===== src/rtl/aotr_pkg.sv =====
// Purpose: constants and types for the alarm output trigger router
// Assumes: 100 MHz system clock, register port with one-cycle read latency
// Notes: fault and run state arrive already summarised over all supplies
// Behaviour
// - five digital outputs, each with own config
// - four relays, config without active level
// - source: alarm, run state, input; alarm default
// - alarm source: any supply reports chosen fault
// - supply on: at least one supply running
// - supply off: one remote off or alarmed
// - supply off: also when all disconnected
// - input source: selected input at chosen level
// - output drives active level, else opposite
// - selected delay precedes assertion, immediate default
// - relay common to open contact while triggered
// - open digital input reads as high
package aotr_pkg;
  localparam int AOTR_NUM_DO = 5;
  localparam int AOTR_NUM_RLY = 4;
  localparam int AOTR_NUM_CH = AOTR_NUM_DO + AOTR_NUM_RLY;
  localparam int AOTR_NUM_DI = 5;
  localparam int AOTR_NUM_FLT = 6;
  // clocking
  localparam int AOTR_CLK_HZ = 100000000;
  localparam int AOTR_TICK_S = 1;
  localparam int AOTR_TICK_CYC = AOTR_CLK_HZ * AOTR_TICK_S;
  localparam int AOTR_MIN_S = 60;
  // register map: channel config at index 0..8, status words after
  localparam logic [7:0] AOTR_CFG_BASE = 8'h00;
  localparam logic [7:0] AOTR_STAT_OUT = 8'h10;
  localparam logic [7:0] AOTR_STAT_TRIG = 8'h11;
  localparam logic [7:0] AOTR_STAT_DI = 8'h12;
  // config word fields
  localparam int AOTR_F_SRC_LO = 0;
  localparam int AOTR_F_SRC_HI = 2;
  localparam int AOTR_F_TRG_LO = 4;
  localparam int AOTR_F_TRG_HI = 6;
  localparam int AOTR_F_ACT = 8;
  localparam int AOTR_F_DLY_LO = 12;
  localparam int AOTR_F_DLY_HI = 15;
  localparam logic [15:0] AOTR_CFG_RESET = 16'h0100;
  // source 0 alarm, 1 supply, 2..6 digital input 1..5
  localparam logic [2:0] AOTR_SRC_ALARM = 3'h0;
  localparam logic [2:0] AOTR_SRC_SUPPLY = 3'h1;
  localparam logic [2:0] AOTR_SRC_DI0 = 3'h2;
  localparam logic [2:0] AOTR_SRC_DI_LAST = 3'h6;
  // alarm triggers: 0 any, 1..6 fault bit index+1
  localparam logic [2:0] AOTR_TRG_ANY = 3'h0;
  localparam logic [2:0] AOTR_TRG_ON = 3'h0;
  localparam logic [2:0] AOTR_TRG_HIGH = 3'h0;
  // delay codes: 0 immediate, 1..4 seconds, 5..14 minutes
  localparam logic [3:0] AOTR_DLY_IMM = 4'h0;
  localparam logic [3:0] AOTR_DLY_MIN1 = 4'h5;
  localparam logic [3:0] AOTR_DLY_MAX = 4'hE;
  localparam logic [9:0] AOTR_SEC_1 = 10'h001;
  localparam logic [9:0] AOTR_SEC_5 = 10'h005;
  localparam logic [9:0] AOTR_SEC_10 = 10'h00A;
  localparam logic [9:0] AOTR_SEC_30 = 10'h01E;
  typedef enum logic [1:0] {
    AOTR_IDLE,
    AOTR_WAIT,
    AOTR_ON
  } aotr_state_type;
endpackage : aotr_pkg


===== src/rtl/aotr_tick_if.sv =====
`timescale 1ns/1ps
// Purpose: carries the shared second tick to each channel
// Assumes: tick is a one-cycle pulse on clk_sys_i
// Notes: a single driver, many readers
interface aotr_tick_if;
  logic sec_tick;
  modport src (output sec_tick);
  modport dst (input sec_tick);
endinterface : aotr_tick_if


===== src/rtl/aotr_chan.sv =====
`timescale 1ns/1ps
// Purpose: delay timer for one output channel or relay
// Assumes: trigger is a same-clock level, tick from a shared divider
// Notes: deassertion follows the trigger in the same cycle
module aotr_chan (
  input wire logic clk_sys_i, // system clock
  input wire logic reset_n_i, // sync reset, active low
  aotr_tick_if.dst tick, // second tick
  input wire logic trig_i, // trigger condition
  input wire logic [3:0] delay_i, // delay code
  output logic assert_o // delayed assertion
);
  import aotr_pkg::*;
  aotr_state_type state_reg;
  aotr_state_type state_next;
  logic [9:0] sec_reg;
  logic [9:0] sec_next;
  logic [9:0] limit;
  logic done;
  // delay code to seconds, minutes in whole steps
  assign limit = (delay_i == 4'h1) ? AOTR_SEC_1 :
                 (delay_i == 4'h2) ? AOTR_SEC_5 :
                 (delay_i == 4'h3) ? AOTR_SEC_10 :
                 (delay_i == 4'h4) ? AOTR_SEC_30 :
                 (delay_i > AOTR_DLY_MAX) ? 10'(AOTR_MIN_S * 10) :
                 10'(AOTR_MIN_S * (32'(delay_i) - 32'(AOTR_DLY_MIN1) + 1));
  assign done = (delay_i == AOTR_DLY_IMM) || (tick.sec_tick && (sec_reg + 10'h001 >= limit));
  assign assert_o = (state_reg == AOTR_ON) && trig_i;
  // timer walks only while trigger holds
  always_comb begin
    state_next = state_reg;
    sec_next = sec_reg;
    unique case (state_reg)
      AOTR_IDLE: begin
        sec_next = 10'h000;
        if (trig_i) state_next = (delay_i == AOTR_DLY_IMM) ? AOTR_ON : AOTR_WAIT;
      end
      AOTR_WAIT: begin
        if (!trig_i) begin
          state_next = AOTR_IDLE;
        end else if (done) begin
          state_next = AOTR_ON;
        end else if (tick.sec_tick) begin
          sec_next = sec_reg + 10'h001;
        end
      end
      AOTR_ON: begin
        if (!trig_i) state_next = AOTR_IDLE;
      end
    endcase
  end
  always_ff @(posedge clk_sys_i) begin
    if (!reset_n_i) begin
      state_reg <= AOTR_IDLE;
      sec_reg <= 10'h000;
    end else begin
      state_reg <= state_next;
      sec_reg <= sec_next;
    end
  end
endmodule : aotr_chan


===== src/rtl/aotr_top.sv =====
// The register addresses and the address-and-strobe port were chosen for this implementation.
`timescale 1ns/1ps
// Purpose: routes supply and input conditions to five outputs and four relays
// Assumes: supply status pins are async and summarised per fault kind
// Notes: config via plain register port, read data one cycle later
module aotr_top #(
  parameter int TICK_CYC = aotr_pkg::AOTR_TICK_CYC // cycles per second tick
) (
  input wire logic clk_sys_i, // 100 MHz clock
  input wire logic reset_n_i, // sync reset, active low
  input wire logic [7:0] reg_addr_i, // register word index
  input wire logic [31:0] reg_wdata_i, // write data
  input wire logic reg_wr_i, // write strobe
  input wire logic reg_rd_i, // read strobe
  output logic [31:0] reg_rdata_o, // read data, cycle after strobe
  input wire logic [aotr_pkg::AOTR_NUM_FLT-1:0] fault_i, // per-kind fault on any supply
  input wire logic any_running_i, // some supply running
  input wire logic any_remote_off_i, // some supply remote off
  input wire logic any_alarm_i, // some supply in alarm
  input wire logic all_disconnected_i, // no supply online
  input wire logic [aotr_pkg::AOTR_NUM_DI-1:0] di_i, // digital inputs, pulled up
  output logic [aotr_pkg::AOTR_NUM_DO-1:0] do_o, // digital output levels
  output logic [aotr_pkg::AOTR_NUM_RLY-1:0] relay_no_o // 1: common on open contact
);
  import aotr_pkg::*;
  localparam int NSTAT = AOTR_NUM_FLT + AOTR_NUM_DI + 4;
  // idle pin levels: inputs pulled high, supply reports quiet
  localparam logic [NSTAT-1:0] SYNC_IDLE = {{AOTR_NUM_DI{1'b1}}, {(NSTAT - AOTR_NUM_DI){1'b0}}};
  logic [NSTAT-1:0] sync1_reg;
  logic [NSTAT-1:0] sync2_reg;
  logic [15:0] cfg_reg [AOTR_NUM_CH];
  logic [31:0] rdata_reg;
  logic [31:0] tick_cnt_reg;
  logic [AOTR_NUM_CH-1:0] trig;
  logic [AOTR_NUM_CH-1:0] fired;
  logic [AOTR_NUM_DO-1:0] do_reg;
  logic [AOTR_NUM_RLY-1:0] relay_reg;
  logic [AOTR_NUM_FLT-1:0] flt_s;
  logic [AOTR_NUM_DI-1:0] di_s;
  logic run_s;
  logic off_s;
  logic alm_s;
  logic disc_s;
  logic any_fault;
  logic supply_off;
  logic tick_hit;
  logic [31:0] rd_mux;
  aotr_tick_if tick_bus ();

  // async pins pass two flops; open inputs arrive high via pull-up
  // all-ones reset would fake a fault and flash every output after reset
  always_ff @(posedge clk_sys_i) begin
    if (!reset_n_i) begin
      sync1_reg <= SYNC_IDLE;
      sync2_reg <= SYNC_IDLE;
    end else begin
      sync1_reg <= {di_i, fault_i, any_running_i, any_remote_off_i,
                    any_alarm_i, all_disconnected_i};
      sync2_reg <= sync1_reg;
    end
  end
  assign di_s = sync2_reg[NSTAT-1 -: AOTR_NUM_DI];
  assign flt_s = sync2_reg[3 + AOTR_NUM_FLT -: AOTR_NUM_FLT];
  assign run_s = sync2_reg[3];
  assign off_s = sync2_reg[2];
  assign alm_s = sync2_reg[1];
  assign disc_s = sync2_reg[0];
  assign any_fault = |flt_s;
  assign supply_off = off_s || alm_s || disc_s;

  // second tick divider, shared by all channels
  assign tick_hit = (tick_cnt_reg == 32'(TICK_CYC - 1));
  always_ff @(posedge clk_sys_i) begin
    if (!reset_n_i) tick_cnt_reg <= 32'h00000000;
    else tick_cnt_reg <= tick_hit ? 32'h00000000 : tick_cnt_reg + 32'h00000001;
  end
  assign tick_bus.sec_tick = tick_hit;

  // one trigger evaluator and timer per channel; outputs first, relays after
  genvar g;
  generate
    for (g = 0; g < AOTR_NUM_CH; g++) begin : g_ch
      logic [2:0] src;
      logic [2:0] trg;
      logic alarm_hit;
      logic [2:0] di_idx;
      assign src = cfg_reg[g][AOTR_F_SRC_HI:AOTR_F_SRC_LO];
      assign trg = cfg_reg[g][AOTR_F_TRG_HI:AOTR_F_TRG_LO];
      assign di_idx = src - AOTR_SRC_DI0;
      // unused trigger code reads as no fault, never as an unknown index
      assign alarm_hit = (trg == AOTR_TRG_ANY) ? any_fault :
                         (trg > 3'(AOTR_NUM_FLT)) ? 1'b0 :
                         flt_s[3'(trg - 3'h1)];
      assign trig[g] = (src == AOTR_SRC_ALARM) ? alarm_hit :
                       (src == AOTR_SRC_SUPPLY) ?
                         ((trg == AOTR_TRG_ON) ? run_s : supply_off) :
                       ((trg == AOTR_TRG_HIGH) ? di_s[di_idx] : !di_s[di_idx]);
      aotr_chan u_chan (
        .clk_sys_i(clk_sys_i),
        .reset_n_i(reset_n_i),
        .tick(tick_bus),
        .trig_i(trig[g]),
        .delay_i(cfg_reg[g][AOTR_F_DLY_HI:AOTR_F_DLY_LO]),
        .assert_o(fired[g])
      );
    end
  endgenerate

  // pin drivers registered; outputs take active level while fired
  generate
    for (g = 0; g < AOTR_NUM_DO; g++) begin : g_do
      always_ff @(posedge clk_sys_i) begin
        if (!reset_n_i) do_reg[g] <= 1'b0;
        else do_reg[g] <= fired[g] ? cfg_reg[g][AOTR_F_ACT] : !cfg_reg[g][AOTR_F_ACT];
      end
    end
    for (g = 0; g < AOTR_NUM_RLY; g++) begin : g_rly
      always_ff @(posedge clk_sys_i) begin
        if (!reset_n_i) relay_reg[g] <= 1'b0;
        else relay_reg[g] <= fired[AOTR_NUM_DO + g];
      end
    end
  endgenerate
  assign do_o = do_reg;
  assign relay_no_o = relay_reg;

  // config writes; active level bit kept zero for relays, illegal source clamped
  generate
    for (g = 0; g < AOTR_NUM_CH; g++) begin : g_cfg
      logic hit;
      logic [15:0] wv;
      assign hit = reg_wr_i && (reg_addr_i == AOTR_CFG_BASE + 8'(g));
      assign wv = {reg_wdata_i[AOTR_F_DLY_HI:AOTR_F_DLY_LO], 3'h0,
                   (g < AOTR_NUM_DO) ? reg_wdata_i[AOTR_F_ACT] : 1'b0, 1'b0,
                   reg_wdata_i[AOTR_F_TRG_HI:AOTR_F_TRG_LO], 1'b0,
                   (reg_wdata_i[AOTR_F_SRC_HI:AOTR_F_SRC_LO] > AOTR_SRC_DI_LAST) ?
                     AOTR_SRC_ALARM : reg_wdata_i[AOTR_F_SRC_HI:AOTR_F_SRC_LO]};
      always_ff @(posedge clk_sys_i) begin
        if (!reset_n_i) cfg_reg[g] <= (g < AOTR_NUM_DO) ? AOTR_CFG_RESET : 16'h0000;
        else if (hit) cfg_reg[g] <= wv;
      end
    end
  endgenerate

  // read mux; unmapped words read zero
  always_comb begin
    rd_mux = 32'h00000000;
    if (reg_addr_i < AOTR_CFG_BASE + 8'(AOTR_NUM_CH)) begin
      rd_mux = {16'h0000, cfg_reg[4'(reg_addr_i)]};
    end else if (reg_addr_i == AOTR_STAT_OUT) begin
      rd_mux = 32'({relay_reg, do_reg});
    end else if (reg_addr_i == AOTR_STAT_TRIG) begin
      rd_mux = 32'({fired, trig});
    end else if (reg_addr_i == AOTR_STAT_DI) begin
      rd_mux = 32'(di_s);
    end
  end
  always_ff @(posedge clk_sys_i) begin
    if (!reset_n_i) rdata_reg <= 32'h00000000;
    else if (reg_rd_i) rdata_reg <= rd_mux;
    else rdata_reg <= 32'h00000000;
  end
  assign reg_rdata_o = rdata_reg;
endmodule : aotr_top


===== config.mk =====
export PLATFORM = sky130hd
export DESIGN_NAME = aotr_top
export DESIGN_NICKNAME = d
export VERILOG_FILES = /design/src/rtl/aotr_pkg.sv /design/src/rtl/aotr_tick_if.sv /design/src/rtl/aotr_chan.sv /design/src/rtl/aotr_top.sv
export SDC_FILE = /design/constraint.sdc
export NUM_CORES = 1
export LEC_CHECK = 0
export BUFFER_PORTS_ARGS = -buffer_cell sky130_fd_sc_hd__buf_4
export CAP_MARGIN = 10
export CORE_AREA = 4 4 207 209
export DETAILED_ROUTE_END_ITERATION = 7
export DIE_AREA = 0 0 211 213
export PLACE_DENSITY = 0.83
export SYNTH_ARGS = -nofsm -noshare
export SYNTH_HDL_FRONTEND = slang
export SYNTH_SLANG_ARGS = --single-unit

===== constraint.sdc =====
create_clock -name clk_sys_i -period 18.2 [get_ports clk_sys_i]
set_clock_uncertainty 0.1 [all_clocks]
set_input_delay 0.91 -clock clk_sys_i [delete_from_list [all_inputs] [get_ports clk_sys_i]]
set_output_delay 0.91 -clock clk_sys_i [all_outputs]
set_load 0.02 [all_outputs]

==> impl_metrics.tcl, run 1 <==
set metrics [dict create \
    run_status "complete, no violations" \
    clockBufferDepth 3 \
    number_of_antenna_violations_at_the_first_check_in_global_routing 0 \
    post-layout-total-power_mw 2.36 \
    layout.filler_cells 3226 \
    share_clk_of_total_power_pct 32.1 \
    antenna-diode-count 0 \
    hold_path_class "reg -> reg" \
    vias_per_cell 6.08 \
    place_congestion 0.949 \
    power_frac_seq_pct 31.8 \
    die_footprint_um2 44900 \
    cp-start-kind "flop" \
    critPathRequiredTime_ns 18.48 \
    grt.overflow.total 0 \
    sw_frac_of_total_pct 35.4 \
    io_pins 100 \
    r2r_setup_slk_ns 11.31 \
    timing.final.crit_period_ns 6.89 \
    grt_start_max_net_pins 103 \
    route.final.wire_length_mm 61.3 \
    power.ir.vdd_worst_uv 65.4 \
    placed_cells 3338 \
    synth_warnings 0 \
    synth.ff_latch_count 292 \
    multiInputGateArea_um2 16200 \
    crit_path_end_kind "flop" \
    mappedNetlistArea_um2 24300 \
    hold_violations 0 \
    chipWidth_um 211 \
    crit_path_max_fanout 11 \
    max_clock_freq_mhz 145 \
    detailedRoute.firstIterationViolations 1891 \
    postSynthCellCount 2828 \
    port_buffers 64 \
    worst_hold_startpoint "sync1_reg[11]" \
    grt_usage_pct 26.8 \
    timing.max_cap.violations 0 \
    mostFrequentLayoutCell "sky130_fd_sc_hd__ha_1" \
    nNetsFinal 3231 \
    edff_count_synth 95 \
    coreArea_um2 40800 \
    async_flop_share_pct 0 \
    cts.sinks 292 \
    numCtsBuffers 36 \
    largest_register_ffs 95 \
    setup_violations 0 \
    maxSlewHeadroom_pct 25.4 \
    criticalPathCategory "reg -> reg" \
    vias 20701 \
    area_growth_from_synthesis_to_final_layout_pct 8.38 \
    finished_layout_cell_area_um2 26300 \
    drt_drc_violations_left 0 \
    detailed_place.area_um2 25100 \
    fp-row-count 74 \
    layout_common_cells "267 x sky130_fd_sc_hd__ha_1, 236 x sky130_fd_sc_hd__nor2_1, 233 x sky130_fd_sc_hd__inv_1" \
    tritoncts "done" \
    first_global_vias 20526 \
    comb_power_share_pct 36.1 \
    post_cts_gate_resize_count 0 \
    worst_hold_path.num_cells 1 \
    worst_max_slew_pin_slew_ns 1.12 \
    stdcell_count 3404 \
    cts_hold_buf 0 \
    worst_ep_arrival_time_ns 7.17 \
    grt_setup_unrepaired "no" \
    postCtsSetupRepairBufs 0 \
    start_util_pct 59.5 \
    postSynth.topFlopCell "sky130_fd_sc_hd__dfxtp_1" \
    net-switching-power_mw 0.836 \
    grt_first_pass_wirelength_mm 99.7 \
    post_drt_wl_per_cell_um 18.0 \
    total_half_perimeter_wirelength_after_legalization_and_detailed_placement_mm 44.9 \
    avg_synthesized_cell_area_um2 8.59 \
    internal_power_mw 1.52 \
    timing.rr.start "cfg_reg[1][7]" \
    number_of_max_slew_violations_in_the_final_report 0 \
    seq_area_frac_synth_pct 28.0 \
    ant_nets 0 \
    htreeDepth 2 \
    fin_setup_tns_ns 0 \
    fraction_of_layout_cells_with_a_size_suffix_above_1_pct 7.24 \
    cellPowerDensity_nw_per_um2 89.5 \
    cts_root_buf "sky130_fd_sc_hd__clkbuf_16" \
    floorplan.die.height_um 213 \
    static_power_due_to_leakage_nw 11.6 \
    worstRegToRegCells 26 \
    regArea_um2 6800 \
    synth_cell_type_count 75 \
    crit-reg2reg-capture "g_ch[1].u_chan.sec_reg[4]" \
    clock_network_latency_to_the_later_pin_of_the_worst_skew_pair_ns 0.56 \
    finalCritPeriodShare_pct 37.9 \
    drt-pass1-iter-count 6 \
    hold_crit_endpoint "sync2_reg[11]" \
    cts.reportedPaths.clkPinSlew_ns 0.07 \
]
## layer usage
| metal | wire length [um] | part of all wire (%) | global-route usage (%) |
|---|---|---|---|
| met1 | 24300 | 40 | 33.7 |
| met4 | 2630 | 4.3 | 11.2 |
| met2 | 28600 | 47 | 44.8 |
| met3 | 5710 | 9.3 | 5.85 |
| met5 | 0 | 0 | 0 |
## Yosys cell counts, types with 27 or more instances
| cell type | instances | area (um^2) |
|---|---|---|
| sky130_fd_sc_hd__a21o_1 | 34 | 255 |
| sky130_fd_sc_hd__a21oi_1 | 193 | 966 |
| sky130_fd_sc_hd__a31oi_1 | 27 | 169 |
| sky130_fd_sc_hd__and2_1 | 99 | 619 |
| sky130_fd_sc_hd__and3_1 | 39 | 244 |
| sky130_fd_sc_hd__clkbuf_1 | 84 | 315 |
| sky130_fd_sc_hd__dfxtp_1 | 197 | 3940 |
| sky130_fd_sc_hd__edfxtp_1 | 95 | 2850 |
| sky130_fd_sc_hd__fa_1 | 60 | 1200 |
| sky130_fd_sc_hd__ha_1 | 267 | 3340 |
| sky130_fd_sc_hd__inv_1 | 233 | 875 |
| sky130_fd_sc_hd__mux2i_1 | 59 | 591 |
| sky130_fd_sc_hd__mux4_2 | 30 | 676 |
| sky130_fd_sc_hd__nand2_1 | 227 | 852 |
| sky130_fd_sc_hd__nand2b_1 | 71 | 444 |
| sky130_fd_sc_hd__nand3_1 | 116 | 581 |
| sky130_fd_sc_hd__nor2_1 | 236 | 886 |
| sky130_fd_sc_hd__nor3_1 | 61 | 305 |
| sky130_fd_sc_hd__o21ai_0 | 158 | 791 |
| sky130_fd_sc_hd__xnor2_1 | 114 | 998 |
| sky130_fd_sc_hd__xor2_1 | 85 | 744 |
## power groups by stage
stage               sequential (mW)  clock (mW)  combinational (mW)
finish                        0.750       0.757               0.851
global route                  0.752       0.788               0.969
CTS                           0.747       0.765               0.847
detailed placement            0.761           0               0.840
global placement              0.757           0               0.791
floorplan                     0.740           0               0.667
## cell families after synthesis
logic type,count (synthesis),share of synthesized area [%]
xor gates and xnor gates,199,7.17
and+or+nand+nor,998,20.8
muxes,100,5.72
adders and majority gates,327,18.7
AOI/OAI and AO/OA,567,14.0
DFF,292,28.0
buffers and inverters,344,5.62
other,1,0.0154
## critical path: stages, from the launching register on
cell and delay [ns]:
sky130_fd_sc_hd__edfxtp_1 0.58, sky130_fd_sc_hd__inv_1 0.21, sky130_fd_sc_hd__ha_1 0.43, sky130_fd_sc_hd__nand2b_1 0.18, sky130_fd_sc_hd__a21oi_1 0.14, sky130_fd_sc_hd__o22ai_1 0.11
sky130_fd_sc_hd__xor2_1 0.49, sky130_fd_sc_hd__inv_1 0.11, sky130_fd_sc_hd__ha_1 0.35, sky130_fd_sc_hd__xnor2_1 0.17, sky130_fd_sc_hd__fa_1 0.53, sky130_fd_sc_hd__inv_1 0.05
sky130_fd_sc_hd__ha_1 0.32, sky130_fd_sc_hd__nand2_1 0.06, sky130_fd_sc_hd__o21ai_0 0.20, sky130_fd_sc_hd__xnor2_1 0.17, sky130_fd_sc_hd__xnor2_1 0.16, sky130_fd_sc_hd__o21ai_0 0.12
sky130_fd_sc_hd__ha_1 0.32, sky130_fd_sc_hd__a21oi_1 0.14, sky130_fd_sc_hd__o21ai_0 0.10, sky130_fd_sc_hd__a21oi_1 0.11, sky130_fd_sc_hd__o21ai_0 0.20, sky130_fd_sc_hd__or4_1 0.74
sky130_fd_sc_hd__and2_1 0.34, sky130_fd_sc_hd__o21ai_0 0.20, sky130_fd_sc_hd__a21oi_1 0.08
## metrics by stage
stage	worst slack [ns]	util (%)	hold WS, ns
after floorplan	12.21	-	0.286
after global placement	11.48	61.5	0.299
after detailed placement	11.28	61.5	0.299
after CTS	11.23	64.5	0.322
after global routing	10.75	64.5	0.332
final	11.31	64.5	0.310
## area by class of cell
type	instances	area share (%)
clock buffers	46	3.85
clock inverters	19	0.855
inverters	234	3.33
multi-input cells	2205	61.5
flip-flops and latches	292	25.8
well taps	532	2.53
repair buffers	76	2.17
## worst max path at each step
stage,start,end,slack [ns],cells past startpoint
finish,cfg_reg[1][7],g_ch[1].u_chan.sec_reg[4],11.31,26
global route,cfg_reg[1][7],g_ch[1].u_chan.sec_reg[3],10.75,26
CTS,cfg_reg[0][7],g_ch[0].u_chan.sec_reg[3],11.23,23
detailed placement,cfg_reg[0][7],g_ch[0].u_chan.sec_reg[7],11.28,23
global placement,cfg_reg[0][7],g_ch[0].u_chan.sec_reg[7],11.48,23
floorplan,cfg_reg[6][7],g_ch[6].u_chan.sec_reg[2],12.21,25
No activity file was read; power rests on OpenSTA's default activity.
==> run 2: changes to the inputs <==
--- a/config.mk
+++ b/config.mk
@@ -7,10 +7,10 @@
 export LEC_CHECK = 0
 export BUFFER_PORTS_ARGS = -buffer_cell sky130_fd_sc_hd__buf_4
 export CAP_MARGIN = 10
-export CORE_AREA = 4 4 207 209
+export CORE_AREA = 4 4 210 212
 export DETAILED_ROUTE_END_ITERATION = 7
-export DIE_AREA = 0 0 211 213
-export PLACE_DENSITY = 0.83
+export DIE_AREA = 0 0 214 216
+export PLACE_DENSITY = 0.84
 export SYNTH_ARGS = -nofsm -noshare
 export SYNTH_HDL_FRONTEND = slang
 export SYNTH_SLANG_ARGS = --single-unit
==> constraint.sdc (replaced) <==
create_clock -name clk_sys_i -period 5.99 [get_ports clk_sys_i]
set_clock_uncertainty 0.1 [all_clocks]
set_input_delay 0.2995 -clock clk_sys_i [delete_from_list [all_inputs] [get_ports clk_sys_i]]
set_output_delay 0.2995 -clock clk_sys_i [all_outputs]
set_load 0.02 [all_outputs]
==> run 2 against run 1 <==
Total power rose to 3.1 times the previous value. Hold slack got worse by 0.24 ns. Core utilization is 0.52 points higher. Global-route usage down 0.28 points. Critical path type unchanged. Largest cell class unchanged.
==> impl_metrics.tcl, run 2 (synthesized netlist as in run 1, its figures left out) <==
set metrics [dict create \
    placed_cells 3393 \
    layout.filler_cells 3193 \
    nNetsFinal 3313 \
    total_half_perimeter_wirelength_after_legalization_and_detailed_placement_mm 46.0 \
    timing.max_cap.violations 0 \
    cts.reportedPaths.clkPinSlew_ns 0.06 \
    max_clock_freq_mhz 170 \
    maxSlewHeadroom_pct 18.6 \
    finished_layout_cell_area_um2 27300 \
    grt_first_pass_wirelength_mm 102 \
    criticalPathCategory "reg -> reg" \
    setup_violations 0 \
    antenna-diode-count 0 \
    grt.overflow.total 0 \
    finalCritPeriodShare_pct 98.2 \
    drt_drc_violations_left 0 \
    place_congestion 1.03 \
    largest_register_ffs 95 \
    critPathRequiredTime_ns 6.38 \
    start_util_pct 57.9 \
    die_footprint_um2 46200 \
    fraction_of_layout_cells_with_a_size_suffix_above_1_pct 11.4 \
    layout_common_cells "256 x sky130_fd_sc_hd__ha_1, 236 x sky130_fd_sc_hd__nor2_1, 227 x sky130_fd_sc_hd__nand2_1" \
    cts_root_buf "sky130_fd_sc_hd__clkbuf_16" \
    detailed_place.area_um2 25500 \
    first_global_vias 20787 \
    hold_path_class "in -> reg" \
    clock_network_latency_to_the_later_pin_of_the_worst_skew_pair_ns 0.57 \
    stdcell_count 3493 \
    vias 21198 \
    fin_setup_tns_ns 0 \
    coreArea_um2 41900 \
    worstRegToRegCells 25 \
    crit_path_end_kind "flop" \
    grt_usage_pct 26.5 \
    worst_max_slew_pin_slew_ns 1.22 \
    ant_nets 0 \
    chipWidth_um 214 \
    cp-start-kind "flop" \
    timing.final.crit_period_ns 5.88 \
    mostFrequentLayoutCell "sky130_fd_sc_hd__ha_1" \
    number_of_max_slew_violations_in_the_final_report 0 \
    run_status "complete, no violations" \
    crit_path_max_fanout 6 \
    detailedRoute.firstIterationViolations 1847 \
    clockBufferDepth 3 \
    vias_per_cell 6.07 \
    htreeDepth 2 \
    cellPowerDensity_nw_per_um2 268 \
    post_drt_wl_per_cell_um 18.5 \
    static_power_due_to_leakage_nw 12.0 \
    fp-row-count 75 \
    numCtsBuffers 35 \
    route.final.wire_length_mm 64.7 \
    post-layout-total-power_mw 7.30 \
    r2r_setup_slk_ns 0.11 \
    grt_start_max_net_pins 57 \
    drt-pass1-iter-count 6 \
    number_of_antenna_violations_at_the_first_check_in_global_routing 2 \
    port_buffers 64 \
    cts.sinks 292 \
    worst_ep_arrival_time_ns 6.27 \
    hold_violations 0 \
    power.ir.vdd_worst_uv 212 \
    final_core_util_pct 65.0 \
    floorplan.die.height_um 216 \
    worst_hold_path.num_cells 2 \
    io_pins 100 \
    tritoncts "done" \
    area_growth_from_synthesis_to_final_layout_pct 12.2 \
]
## run 2: layout make-up
class	count	area, um^2	share of cell area [%]
Clock buffer	40	990	3.63
Clock inverter	24	213	0.780
Inverter	234	878	3.22
Multi-Input combinational cell	2209	16500	60.6
Sequential cell	292	6800	24.9
Tap cell	539	674	2.47
Timing Repair Buffer	155	1210	4.43
## run 2: layer usage
layer  track usage (%)  vias up  routed length (um)
li1                  -    10031                   -
met1              33.7    10064               25700
met2              43.8      897               29900
met3              5.53      204                6020
met4              11.8        2                2990
met5                 0        -                  11
## run 2: power by group
part | internal, mW | switching, mW | leakage, nW
logic | 1.21 | 1.60 | 8.88
clock network | 1.29 | 0.942 | 0.581
registers | 2.14 | 0.119 | 2.50
## run 2: worst max-delay path: stages, from the launching register on
cell                        delay, ns
sky130_fd_sc_hd__edfxtp_1        0.40
sky130_fd_sc_hd__inv_2           0.13
sky130_fd_sc_hd__ha_4            0.24
sky130_fd_sc_hd__nor2b_2         0.12
sky130_fd_sc_hd__o21ai_0         0.10
sky130_fd_sc_hd__o32ai_2         0.35
sky130_fd_sc_hd__xnor2_2         0.22
sky130_fd_sc_hd__inv_1           0.11
sky130_fd_sc_hd__ha_1            0.33
sky130_fd_sc_hd__a21oi_1         0.09
sky130_fd_sc_hd__fa_1            0.53
sky130_fd_sc_hd__inv_1           0.04
sky130_fd_sc_hd__ha_1            0.33
sky130_fd_sc_hd__a21oi_1         0.15
sky130_fd_sc_hd__o21ai_1         0.10
sky130_fd_sc_hd__xnor2_1         0.22
sky130_fd_sc_hd__xnor2_1         0.17
sky130_fd_sc_hd__o21ai_0         0.11
sky130_fd_sc_hd__ha_2            0.24
sky130_fd_sc_hd__nor4_1          0.33
sky130_fd_sc_hd__nand3_1         0.15
sky130_fd_sc_hd__a21oi_2         0.20
sky130_fd_sc_hd__o2111ai_2       0.21
sky130_fd_sc_hd__buf_4           0.25
sky130_fd_sc_hd__or3b_2          0.46
sky130_fd_sc_hd__a21oi_1         0.14
## run 2: repair_timing
action | 4_1_cts | 5_1_grt
resized for setup | 3 | 86
hold buffers | 17 | 0
setup endpoints to repair | 8 | 89
cloned | 0 | 6
endpoints found under the hold margin | 21 | 0
pin swaps | 0 | 17
setup buffers | 0 | 13
## run 2: final timing paths
| kind | from | end |
|---|---|---|
| hold / removal | reg_wdata_i[5] | cfg_reg[6][4] |
| hold reg to reg | sync1_reg[4] | sync2_reg[4] |
| setup reg to reg | cfg_reg[0][7] | g_ch[0].u_chan.sec_reg[4] |
| setup / recovery | cfg_reg[0][7] | g_ch[0].u_chan.sec_reg[4] |
## run 2: metrics by stage
stage | worst slack, ns | hold WS [ns]
floorplan | 0.0195 | 0.286
global placement | 0.152 | 0.301
detailed placement | 0.0338 | 0.302
CTS | 0.00996 | 0.0319
global route | -0.142 | 0.0654
finish | 0.108 | 0.0676
==> run 3: changes to the inputs <==
--- a/config.mk
+++ b/config.mk
@@ -11,6 +11,7 @@
 export DETAILED_ROUTE_END_ITERATION = 7
 export DIE_AREA = 0 0 214 216
 export PLACE_DENSITY = 0.84
+export RECOVER_POWER = 25
 export SYNTH_ARGS = -nofsm -noshare
 export SYNTH_HDL_FRONTEND = slang
 export SYNTH_SLANG_ARGS = --single-unit
==> run 3 against run 2 <==
The flow now finishes with violations (capacitance limit, slew limit). Wire length hardly changed. Global-route usage is the same. Largest cell class unchanged. Setup slack worse by 0.024 ns. Register-to-register slack got worse by 0.02 ns. Sequential cell count is the same. Maximum frequency decreased by 0.41%. Core utilization is 0.28 points lower. Critical endpoint unchanged. Highest routed layer unchanged.
==> impl_metrics.tcl, run 3 (synthesized netlist as in run 1, its figures left out) <==
set metrics [dict create \
    fraction_of_layout_cells_with_a_size_suffix_above_1_pct 10.3 \
    static_power_due_to_leakage_nw 11.8 \
    crit_path_max_fanout 6 \
    fp-row-count 75 \
    clockBufferDepth 3 \
    cp_num_buf_inv 4 \
    failing_checks "capacitance limit, slew limit" \
    coreArea_um2 41900 \
    numCtsBuffers 35 \
    grt_usage_pct 26.5 \
    share_clk_of_total_power_pct 30.6 \
    route.final.wire_length_mm 64.6 \
    chipWidth_um 214 \
    largest_register_ffs 95 \
    tritoncts "done" \
    comb_power_share_pct 38.5 \
    hold_violations 0 \
    cts.reportedPaths.clkPinSlew_ns 0.06 \
    nNetsFinal 3313 \
    internal_power_mw 4.63 \
    number_of_antenna_violations_at_the_first_check_in_global_routing 2 \
    path_common_cell "sky130_fd_sc_hd__a21oi_1" \
    cellPowerDensity_nw_per_um2 269 \
    number_of_max_slew_violations_in_the_final_report 48 \
    worst_path_top_cell_family_by_delay "adder cells" \
    maxSlewHeadroom_pct -46.4 \
    port_buffers 64 \
    grt_first_pass_wirelength_mm 102 \
    die_footprint_um2 46200 \
    final_core_util_pct 64.7 \
    stdcell_count 3493 \
    timing.final.crit_period_ns 5.91 \
    detailed_place.area_um2 25500 \
    fin_setup_tns_ns 0 \
    cts.sinks 292 \
    post_drt_wl_per_cell_um 18.5 \
    place_congestion 1.03 \
    placed_cells 3393 \
    timing.max_cap.violations 1 \
    floorplan.die.height_um 216 \
    start_util_pct 57.9 \
    slowest_stage "sky130_fd_sc_hd__fa_1" \
    layout_common_cells "256 x sky130_fd_sc_hd__ha_1, 236 x sky130_fd_sc_hd__nor2_1, 227 x sky130_fd_sc_hd__nand2_1" \
    criticalPathCategory "reg -> reg" \
    htreeDepth 2 \
    worst_max_slew_pin_slew_ns 2.20 \
    total_half_perimeter_wirelength_after_legalization_and_detailed_placement_mm 46.0 \
    cts_root_buf "sky130_fd_sc_hd__clkbuf_16" \
    setup_violations 0 \
    run_status "finished with violations" \
    grt_start_max_net_pins 57 \
    net-switching-power_mw 2.66 \
    mostFrequentLayoutCell "sky130_fd_sc_hd__ha_1" \
    vias 21145 \
    worst_ep_arrival_time_ns 6.29 \
    drt_drc_violations_left 0 \
    cp-start-kind "flop" \
    finalCritPeriodShare_pct 98.6 \
    critPathRequiredTime_ns 6.38 \
    detailedRoute.firstIterationViolations 1856 \
    vias_per_cell 6.05 \
    io_pins 100 \
    antenna-diode-count 0 \
    finished_layout_cell_area_um2 27200 \
    drt-pass1-iter-count 6 \
    crit_path_end_kind "flop" \
    first_global_vias 20787 \
    ant_nets 0 \
    area_growth_from_synthesis_to_final_layout_pct 11.8 \
    grt.overflow.total 0 \
    power_frac_seq_pct 30.9 \
    fin_hold_ws_ns 0.0745 \
    hold_path_class "in -> reg" \
    max_clock_freq_mhz 169 \
    sw_frac_of_total_pct 36.5 \
    clock_network_latency_to_the_later_pin_of_the_worst_skew_pair_ns 0.57 \
    power.ir.vdd_worst_uv 212 \
    cpPeakStageDelay_ns 0.53 \
]
## run 3: cell types whose count changed in the layout (fill, tap and decap cells not counted), sizes merged
cell / delta
clkbuf: +39
buf: -39
## run 3: path summary, 6_finish.rpt
path                            slack [ns]                        end            from  cells after the start
worst max-delay path                  0.08  g_ch[0].u_chan.sec_reg[4]   cfg_reg[0][7]                     25
worst max register to register        0.08  g_ch[0].u_chan.sec_reg[4]   cfg_reg[0][7]                     25
worst min register to register        0.33              sync2_reg[11]   sync1_reg[11]                      1
worst min-delay path                  0.07              cfg_reg[6][4]  reg_wdata_i[5]                      2
## run 3: power by group through the flow
stage | logic, mW | clock network, mW | registers, mW
after floorplan | 2.03 | 0 | 2.25
after global routing | 3.14 | 2.34 | 2.26
after CTS | 2.67 | 2.25 | 2.25
after global placement | 2.45 | 0 | 2.28
after detailed placement | 2.61 | 0 | 2.29
final | 2.81 | 2.23 | 2.26
## run 3: final cells by class
type                    count  area, um^2
well taps                 539         674
multi-input cells        2209       16500
flip-flops and latches    292        6800
fillers                  3238       14800
inverters                 234         878
clock buffers              40         990
clock inverters            24         213
repair buffers            155        1090
## run 3: through the flow
| stage | power (mW) | setup WS, ns |
|---|---|---|
| detailed placement | 4.90 | 0.0338 |
| floorplan | 4.28 | 0.0195 |
| CTS | 7.17 | 0.00996 |
| global placement | 4.74 | 0.152 |
| global route | 7.74 | -0.142 |
| finish | 7.29 | 0.0845 |
## run 3: per-layer routing
layer  global-route usage, %  share of wire [%]
met5                       0              0.017
met2                    43.8                 46
met4                    11.8                4.9
met3                    5.53                9.5
met1                    33.7                 39
## run 3: what timing repair did
item | 4_1_cts | 5_1_grt
buffers inserted | 0 | 13
endpoints found under the hold margin | 21 | 0
pin swaps | 0 | 17
resized for setup | 3 | 86
endpoints found under the setup margin | 8 | 89
hold buffers | 17 | 0
gates cloned | 0 | 6
## run 3: worst register-to-register path, stage by stage, from the launching register on
cell                        delay, ns
sky130_fd_sc_hd__edfxtp_1        0.40
sky130_fd_sc_hd__inv_2           0.13
sky130_fd_sc_hd__ha_4            0.24
sky130_fd_sc_hd__nor2b_2         0.12
sky130_fd_sc_hd__o21ai_0         0.10
sky130_fd_sc_hd__o32ai_2         0.35
sky130_fd_sc_hd__xnor2_2         0.22
sky130_fd_sc_hd__inv_1           0.12
sky130_fd_sc_hd__ha_1            0.33
sky130_fd_sc_hd__a21oi_1         0.09
sky130_fd_sc_hd__fa_1            0.53
sky130_fd_sc_hd__inv_1           0.04
sky130_fd_sc_hd__ha_1            0.33
sky130_fd_sc_hd__a21oi_1         0.15
sky130_fd_sc_hd__o21ai_1         0.10
sky130_fd_sc_hd__xnor2_1         0.24
sky130_fd_sc_hd__xnor2_1         0.18
sky130_fd_sc_hd__o21ai_0         0.11
sky130_fd_sc_hd__ha_2            0.24
sky130_fd_sc_hd__nor4_1          0.32
sky130_fd_sc_hd__nand3_1         0.15
sky130_fd_sc_hd__a21oi_2         0.20
sky130_fd_sc_hd__o2111ai_2       0.21
sky130_fd_sc_hd__buf_4           0.25
sky130_fd_sc_hd__or3b_2          0.46
sky130_fd_sc_hd__a21oi_1         0.14
